===== config.mk =====
export PLATFORM = sky130hd
export DESIGN_NAME = laser_device_flat
export DESIGN_NICKNAME = d
export VERILOG_FILES = /design/src/hw/laser_pkg.sv /design/src/hw/laser_link_if.sv /design/src/hw/laser_device.sv /design/src/flat_wrapper.sv
export SDC_FILE = /design/constraint.sdc
export NUM_CORES = 1
export LEC_CHECK = 0
export BUFFER_PORTS_ARGS = -buffer_cell sky130_fd_sc_hd__buf_4
export CORE_AREA = 2 2 133 135
export CTS_BUF_LIST = sky130_fd_sc_hd__clkbuf_16
export CTS_CLUSTER_DIAMETER = 120
export CTS_CLUSTER_SIZE = 20
export DETAILED_ROUTE_END_ITERATION = 6
export DIE_AREA = 0 0 135 137
export PLACE_DENSITY = 0.6
export SYNTH_ARGS = -nofsm -noshare
export SYNTH_HDL_FRONTEND = slang
export SYNTH_SLANG_ARGS = --single-unit
export TNS_END_PERCENT = 10

===== constraint.sdc =====
create_clock -name clock -period 14.7 [get_ports clock]
set_clock_uncertainty 0.15 [all_clocks]
set_input_delay 0.735 -clock clock [delete_from_list [all_inputs] [get_ports clock]]
set_output_delay 0.735 -clock clock [all_outputs]
set_load 0.05 [all_outputs]

===== src/hw/laser_pkg.sv =====
package laser_pkg;

  // Clock
  localparam int unsigned CLK_HZ = 40_000_000;
  localparam int unsigned CLK_PERIOD_NS = 25;

  // Counter width for pulse width and period measurement
  localparam int unsigned CNT_W = 20;
  localparam logic [CNT_W-1:0] CNT_MAX = {CNT_W{1'b1}};

  // Longest allowed pulse; truncation point, so the count rounds down
  localparam int unsigned MAX_WIDTH_NS = 1_000_000;
  localparam int unsigned MAX_WIDTH_CYC = MAX_WIDTH_NS / CLK_PERIOD_NS;

  // Duty cycle is width / period * 100, limited to this percentage
  localparam int unsigned DUTY_SCALE = 100;
  localparam int unsigned MAX_DUTY_PCT = 40;

  // Least time the host holds enable released to clear a latched fault
  localparam int unsigned CLEAR_OPEN_NS = 10_000;
  localparam int unsigned CLEAR_OPEN_CYC = (CLEAR_OPEN_NS + CLK_PERIOD_NS - 1) / CLK_PERIOD_NS;

  // Bit positions in the device input synchroniser
  localparam int unsigned DS_ENABLE_N = 0;
  localparam int unsigned DS_MOD = 1;
  localparam int unsigned DS_TEMP = 2;
  localparam int unsigned DS_SHUTTER = 3;
  localparam int unsigned DS_REFL = 4;
  localparam int unsigned DS_W = 5;

  // Bit positions in the host input synchroniser
  localparam int unsigned HS_FAULT = 0;
  localparam int unsigned HS_DUTY = 1;
  localparam int unsigned HS_REFL = 2;
  localparam int unsigned HS_POWER = 3;
  localparam int unsigned HS_W = 4;

  // Device run state
  typedef enum logic [3:0] {
    DEV_OFF = 4'b0001,
    DEV_RUN = 4'b0010,
    DEV_FAULT = 4'b0100,
    DEV_ARMED = 4'b1000
  } dev_state_e;

  // Host control state
  typedef enum logic [2:0] {
    HOST_IDLE = 3'b001,
    HOST_RUN = 3'b010,
    HOST_CLEAR = 3'b100
  } host_state_e;

endpackage : laser_pkg


===== src/hw/laser_link_if.sv =====
`timescale 1ns/1ps
`default_nettype none

interface laser_link_if;
  logic enable_n;
  logic modulation;
  logic system_fault;
  logic duty_limit_flag;
  logic reflection_limit_flag;

  modport device (
    input enable_n,
    input modulation,
    output system_fault,
    output duty_limit_flag,
    output reflection_limit_flag
  );

  modport host (
    output enable_n,
    output modulation,
    input system_fault,
    input duty_limit_flag,
    input reflection_limit_flag
  );
endinterface : laser_link_if

`default_nettype wire


===== src/hw/laser_device.sv =====
// How it works
// - No output while enable is released.
// - Host asserts enable only after supply up.
// - Fault clears only after release then reassert.
// - Enable input is not a safety interlock.
// - Fault output high while fault latched.
// - Output only while pulse command high.
// - Duty flag high on duty or width excess.
// - Duty flag marks inhibited part, low otherwise.
// - Reflection flag high while reflection protection acts.
// - Reflection flag marks inhibited part, low otherwise.
// - Duty is width over start-to-start period, times 100.
// - Overlong pulses truncated to maximum width.
// - Temperature and shutter faults latch and shut down.
`timescale 1ns/1ps
`default_nettype none

module laser_device #(
  parameter int unsigned max_width_cycles = laser_pkg::MAX_WIDTH_CYC
) (
  input wire logic clock,
  input wire logic srst,
  laser_link_if.device link,
  input wire logic temp_fault,
  input wire logic shutter_fault,
  input wire logic refl_over,
  output logic laser_on
);
  import laser_pkg::*;

  localparam logic [CNT_W-1:0] MAX_WIDTH = CNT_W'(max_width_cycles);
  localparam logic [6:0] DUTY_SCALE_W = 7'(DUTY_SCALE);
  localparam logic [6:0] MAX_DUTY_W = 7'(MAX_DUTY_PCT);
  // Synchroniser resets to the pins' idle levels, enable released, so no false enable
  localparam logic [DS_W-1:0] SYNC_IDLE = DS_W'(2 ** DS_ENABLE_N);

  // Input synchroniser: first stage feeds only the second
  logic [DS_W-1:0] sync1_q;
  logic [DS_W-1:0] sync2_q;
  logic [DS_W-1:0] pins;

  assign pins[DS_ENABLE_N] = link.enable_n;
  assign pins[DS_MOD] = link.modulation;
  assign pins[DS_TEMP] = temp_fault;
  assign pins[DS_SHUTTER] = shutter_fault;
  assign pins[DS_REFL] = refl_over;

  always_ff @(posedge clock) begin
    if (srst) begin
      sync1_q <= SYNC_IDLE;
      sync2_q <= SYNC_IDLE;
    end else begin
      sync1_q <= pins;
      sync2_q <= sync1_q;
    end
  end

  logic enabled;
  logic mod;
  logic fault_cond;
  logic refl;

  // Enable pin is asserted by pulling it to return, hence active low
  assign enabled = ~sync2_q[DS_ENABLE_N] & ~srst;
  assign mod = sync2_q[DS_MOD];
  assign fault_cond = sync2_q[DS_TEMP] | sync2_q[DS_SHUTTER];
  assign refl = sync2_q[DS_REFL];

  // Run state with latched fault
  dev_state_e state_q;
  dev_state_e state_d;

  always_comb begin
    state_d = state_q;
    unique case (state_q)
      DEV_OFF: begin
        if (fault_cond) begin
          state_d = DEV_FAULT;
        end else if (enabled) begin
          state_d = DEV_RUN;
        end
      end
      DEV_RUN: begin
        if (fault_cond) begin
          state_d = DEV_FAULT;
        end else if (!enabled) begin
          state_d = DEV_OFF;
        end
      end
      DEV_FAULT: begin
        if (!enabled) begin
          state_d = DEV_ARMED;
        end
      end
      DEV_ARMED: begin
        if (enabled) begin
          // Condition still present on reassert keeps the fault latched
          state_d = fault_cond ? DEV_FAULT : DEV_RUN;
        end
      end
    endcase
  end

  always_ff @(posedge clock) begin
    if (srst) begin
      state_q <= DEV_OFF;
    end else begin
      state_q <= state_d;
    end
  end

  // Pulse width and period measurement
  logic mod_prev_q;
  logic mod_prev_d;
  logic [CNT_W-1:0] width_q;
  logic [CNT_W-1:0] width_d;
  logic [CNT_W-1:0] period_q;
  logic [CNT_W-1:0] period_d;
  logic [CNT_W-1:0] last_period_q;
  logic [CNT_W-1:0] last_period_d;
  logic seen_rise_q;
  logic seen_rise_d;
  logic have_period_q;
  logic have_period_d;
  logic rise;

  assign rise = mod & ~mod_prev_q;

  always_comb begin
    mod_prev_d = mod;
    seen_rise_d = seen_rise_q | rise;
    have_period_d = have_period_q | (rise & seen_rise_q);
    last_period_d = last_period_q;
    if (rise) begin
      // Period runs from one pulse start to the next
      period_d = CNT_W'(1);
      last_period_d = period_q;
    end else if (period_q != CNT_MAX) begin
      period_d = period_q + CNT_W'(1);
    end else begin
      period_d = period_q;
    end
    if (!mod) begin
      width_d = '0;
    end else if (width_q != CNT_MAX) begin
      width_d = width_q + CNT_W'(1);
    end else begin
      width_d = width_q;
    end
  end

  always_ff @(posedge clock) begin
    if (srst) begin
      mod_prev_q <= 1'b0;
      width_q <= '0;
      period_q <= '0;
      last_period_q <= '0;
      seen_rise_q <= 1'b0;
      have_period_q <= 1'b0;
    end else begin
      mod_prev_q <= mod_prev_d;
      width_q <= width_d;
      period_q <= period_d;
      last_period_q <= last_period_d;
      seen_rise_q <= seen_rise_d;
      have_period_q <= have_period_d;
    end
  end

  // Limit checks; width_q counts pulse-command cycles of the current pulse already elapsed
  logic width_viol;
  logic duty_viol;
  logic [CNT_W+6:0] on_scaled;
  logic [CNT_W+6:0] period_scaled;

  assign on_scaled = (CNT_W+7)'(width_q) * (CNT_W+7)'(DUTY_SCALE_W);
  assign period_scaled = (CNT_W+7)'(last_period_q) * (CNT_W+7)'(MAX_DUTY_W);
  assign width_viol = mod & (width_q >= MAX_WIDTH);
  assign duty_viol = mod & have_period_q & (on_scaled >= period_scaled);

  // Registered outputs
  logic laser_on_q;
  logic laser_on_d;
  logic fault_q;
  logic fault_d;
  logic duty_flag_q;
  logic duty_flag_d;
  logic refl_flag_q;
  logic refl_flag_d;
  logic running;

  assign running = (state_q == DEV_RUN) & enabled;

  always_comb begin
    fault_d = (state_d == DEV_FAULT) | (state_d == DEV_ARMED);
    duty_flag_d = mod & (width_viol | duty_viol);
    refl_flag_d = mod & running & refl;
    laser_on_d = running & mod & ~width_viol & ~duty_viol & ~refl;
  end

  always_ff @(posedge clock) begin
    if (srst) begin
      laser_on_q <= 1'b0;
      fault_q <= 1'b0;
      duty_flag_q <= 1'b0;
      refl_flag_q <= 1'b0;
    end else begin
      laser_on_q <= laser_on_d;
      fault_q <= fault_d;
      duty_flag_q <= duty_flag_d;
      refl_flag_q <= refl_flag_d;
    end
  end

  assign laser_on = laser_on_q;
  assign link.system_fault = fault_q;
  assign link.duty_limit_flag = duty_flag_q;
  assign link.reflection_limit_flag = refl_flag_q;

endmodule : laser_device

`default_nettype wire


===== src/flat_wrapper.sv =====
// flat-port wrapper written by rule: the top's interface ports become plain ports
module laser_device_flat import laser_pkg::*;
#(
  parameter int unsigned max_width_cycles = laser_pkg::MAX_WIDTH_CYC
)
  (clock, srst, temp_fault, shutter_fault, refl_over, laser_on, link_enable_n, link_modulation, link_system_fault, link_duty_limit_flag, link_reflection_limit_flag);
  laser_link_if link_i ();
  input wire logic clock;
  input wire logic srst;
  input wire logic temp_fault;
  input wire logic shutter_fault;
  input wire logic refl_over;
  output logic laser_on;
  input wire logic [$bits(link_i.enable_n)-1:0] link_enable_n;
  input wire logic [$bits(link_i.modulation)-1:0] link_modulation;
  output wire logic [$bits(link_i.system_fault)-1:0] link_system_fault;
  output wire logic [$bits(link_i.duty_limit_flag)-1:0] link_duty_limit_flag;
  output wire logic [$bits(link_i.reflection_limit_flag)-1:0] link_reflection_limit_flag;
  assign link_i.enable_n = link_enable_n;
  assign link_i.modulation = link_modulation;
  assign link_system_fault = link_i.system_fault;
  assign link_duty_limit_flag = link_i.duty_limit_flag;
  assign link_reflection_limit_flag = link_i.reflection_limit_flag;
  laser_device #(.max_width_cycles(max_width_cycles)) u_core (.clock(clock), .srst(srst), .link(link_i), .temp_fault(temp_fault), .shutter_fault(shutter_fault), .refl_over(refl_over), .laser_on(laser_on));
endmodule

==> flow_summary.toml <==
[outcome]
status = "complete, no violations"

[power_and_ir_drop]
intPower_uw = 364
power_density_mw_per_mm2 = 65.6
pwr-share-seq = 0.470
switching_share = 0.242
ir_drop_mv = 0.0977
power.share.combinational = 0.033
total_power_uw = 480
net-switching-power_uw = 116
power_leakage_uw = 0.00360
clock_power_share = 0.497

[global_route]
grt_pass1_vias = 4917
grt_max_degree = 41
antenna_found_initial = 0
grt_overflow = 0
grt.total_usage = 0.147
grt_pass1_wl_um = 22300

[timing]
worstMarginPinSlew_ns = 0.863
hold_viol_final = 0
setup_viol = 0
min_period_over_period = 0.358
rsz0062_at_grt = "false"
tns_ns = 0
fmax_ghz = 0.190
maxSlewHeadroom = 0.425
period_minus_slack_ns = 5.26
maxSlewViolCount = 0

[logic_synthesis]
async_flop_share = 0
synth-main-ff-cell = "dfxtp_1"
yosysWarnings = 0
synth_commonest_cells = "ha_1 (137), dfxtp_1 (81), nand2_1 (74)"
yosysMostFrequentCell = "ha_1"
syn-instance-count = 782
avgSynthCellArea_um2 = 8.57
synth_area_mm2 = 0.00670
synth_nets = 942
yosys_register_bits = 81
synth_cell_type_count = 56
synth_top_area_frac = 0.256
synth_edf_count = 0
yosys.area.top_type = "ha_1"
synth.top_cells.by_area = "ha_1 (26%), dfxtp_1 (24%), a21oi_1 (4.9%)"
yosysSeqAreaShare = 0.242

[cells_and_area]
drive_gt1_frac = 0.0466
nNetsFinal = 949
insertedDiodeCount = 0
syn_to_final_growth_pct = 9.25
fill_cells = 1714

[placement]
portBuffers = 10
routabilityCongestion = 0.796
hpwl_um = 9760

[cts]
clk_latency_ns = 0.35
cts_sinks = 81
cts_setup_buffers = 0
htreeDepth = 3
cts_resized = 0
numCtsBuffers = 9
cts_tree = "built"
clk_pin_slew_ns = 0.07
clk_path_buf_depth = 2
clockRootBuffer = "clkbuf_16"
hold_buffers = 0

[drt]
postRouteWirelength_um = 12400
viasPerCell = 4.90
drc = 0
dr.pass1.iters = 5
final_antenna_net_count = 0
drt-initial-drc-count = 175
wl_per_cell_um = 12.2
via_count = 4993

[hold_path]
whs_path_depth = 1
min-delay-start = "u_core.sync1_q[0]$_SDFF_PP1_"
min_path_type = "register to register"
hold_end = "u_core.sync2_q[0]$_SDFF_PP1_"

[setup_path]
r2r_slack_ns = 9.44
critical_path_buf_inv_count = 1
reg2reg_to = "u_core.laser_on$_SDFF_PP0_"
rr_worst_depth = 22
endpoint_kind = "register"
cp_top_family = "adder cells"
critPathMaxFanout = 6
path_cells = "inv_1 > ha_1 > ha_1 > fa_1 > ha_1 > and3_4 > a221oi_2 > o21ai_0 > a21oi_1 > o21ai_0 > a21o_1 > a21oi_1 > xnor2_1 > ha_1 > a21o_1 > a211oi_1 > nor2_1 > nor3_1 > nor2_1 > nor4_1 > a31oi_1 > nor4_1"
crit_arrival_ns = 5.36
cp-start-kind = "register"
crit_required_ns = 14.80
regToRegStartpoint = "u_core.width_q[8]$_SDFFE_PP0P_"
path_class = "register to register"
cp_slowest_cell = "fa_1"
crit_path_frequent_cell = "ha_1"
slowest_delay_ns = 0.48

[die]
placementRows = 48
initial_core_util = 0.393
die_w_um = 135
die_h_um = 137
io_pins = 11
coreArea_mm2 = 0.0171
fp.dieArea_mm2 = 0.0185

[job]
cap_violations = 0
cell usage in the layout (no fill, tap or decap), types with 3 or more instances in the layout:
master	synthesis	layout
clkbuf_16	0	9
fa_1	16	16
xor2_1	27	27
o21a_1	7	7
and2_1	4	4
or2_2	3	3
nand2_1	74	74
a21oi_1	65	65
nor3_1	11	11
and3_1	5	5
nand4_1	12	12
xnor2_1	35	35
a31oi_1	7	7
nand3_1	19	19
o211ai_1	3	3
nor2_1	63	63
nor4_1	3	3
nand2b_1	11	11
and4_1	5	5
a211o_1	6	6
dfxtp_1	81	81
a211oi_1	3	3
nor2b_1	13	13
a21o_1	13	13
buf_4	0	11
or3_1	7	7
inv_1	66	66
o21bai_1	5	5
ha_1	137	137
o21ai_0	35	35
worst register-to-register path, delay by kind of cell, from the launching register on:
kind | cells | cell delay [ns]
buffers and inverters | 1 | 0.10
and+or+nand+nor | 6 | 0.93
xor gates and xnor gates | 1 | 0.14
DFF | 1 | 0.42
AOI/OAI and AO/OA | 9 | 1.68
adders and majority gates | 5 | 1.75
power by group through the flow:
stage / Sequential (uW) / Clock, uW / Combinational [uW]
detailed placement: 231 / 0 / 16.2
global placement: 231 / 0 / 16.2
CTS: 226 / 245 / 16.3
global route: 226 / 253 / 18.2
floorplan: 230 / 0 / 12.2
finish: 226 / 239 / 15.9
through the flow:
stage | area, um2 | instances | utilization | setup slack [ns] | hold slack [ns]
6_report | 7320 | 1019 | 0.429 | 9.44 | 0.264
5_1_grt | 7320 | 1019 | 0.429 | 8.94 | 0.272
4_1_cts | 7320 | 1019 | 0.429 | 9.40 | 0.269
3_5_place_dp | 7010 | 1003 | 0.411 | 9.45 | 0.250
3_3_place_gp | 7010 | 1003 | 0.411 | 9.53 | 0.243
2_1_floorplan | 6700 | 782 | - | 9.84 | 0.239
metal layers:
layer / up-vias / part of all wire / wire length [um] / GRT usage
li1: 2742 / - / - / -
met1: 2209 / 0.54 / 6640 / 0.198
met2: 30 / 0.43 / 5330 / 0.235
met3: 12 / 0.020 / 247 / 0.0348
met4: 0 / 0.014 / 175 / 0.0382
met5: - / 0 / 0 / 0
registers in the layout, indices dropped and copies added, names as in the netlist, 4 cells and up:
name / count
u_core.last_period_q: 20
u_core.sync2_q: 5
u_core.width_q: 20
u_core.period_q: 20
u_core.sync1_q: 5
u_core.state_q: 4
how the worst max path moves through the flow:
stage,slack (ns),cells past startpoint,start,to
3_3_place_gp,9.53,22,u_core.width_q[8]$_SDFFE_PP0P_,u_core.link.duty_limit_flag$_SDFF_PP0_
4_1_cts,9.40,22,u_core.width_q[8]$_SDFFE_PP0P_,u_core.laser_on$_SDFF_PP0_
3_5_place_dp,9.45,22,u_core.width_q[8]$_SDFFE_PP0P_,u_core.laser_on$_SDFF_PP0_
6_report,9.44,22,u_core.width_q[8]$_SDFFE_PP0P_,u_core.laser_on$_SDFF_PP0_
5_1_grt,8.94,22,u_core.width_q[8]$_SDFFE_PP0P_,u_core.laser_on$_SDFF_PP0_
2_1_floorplan,9.84,22,u_core.width_q[8]$_SDFFE_PP0P_,u_core.link.duty_limit_flag$_SDFF_PP0_
cells by family (layout without fill, tap and decap cells):
| kind of cell | after synthesis | count (layout) | synth area share |
|---|---|---|---|
| flops | 81 | 81 | 0.242 |
| simple gates | 241 | 241 | 0.176 |
| mux | 2 | 2 | 0.00299 |
| fa+ha+maj | 153 | 153 | 0.304 |
| compound gates | 162 | 162 | 0.149 |
| xor+xnor | 62 | 62 | 0.0811 |
| buf+inv | 81 | 93 | 0.0454 |
area by class of cell:
class	instances	area, um2	share of cell area
multi-input cells	620	4770	0.652
flip-flops and latches	81	1620	0.222
well taps	225	282	0.0385
inverters	66	248	0.0339
clock buffers	9	225	0.0308
clock inverters	7	86.3	0.0118
repair buffers	11	82.6	0.0113
No activity file was read; power rests on OpenSTA's default activity.
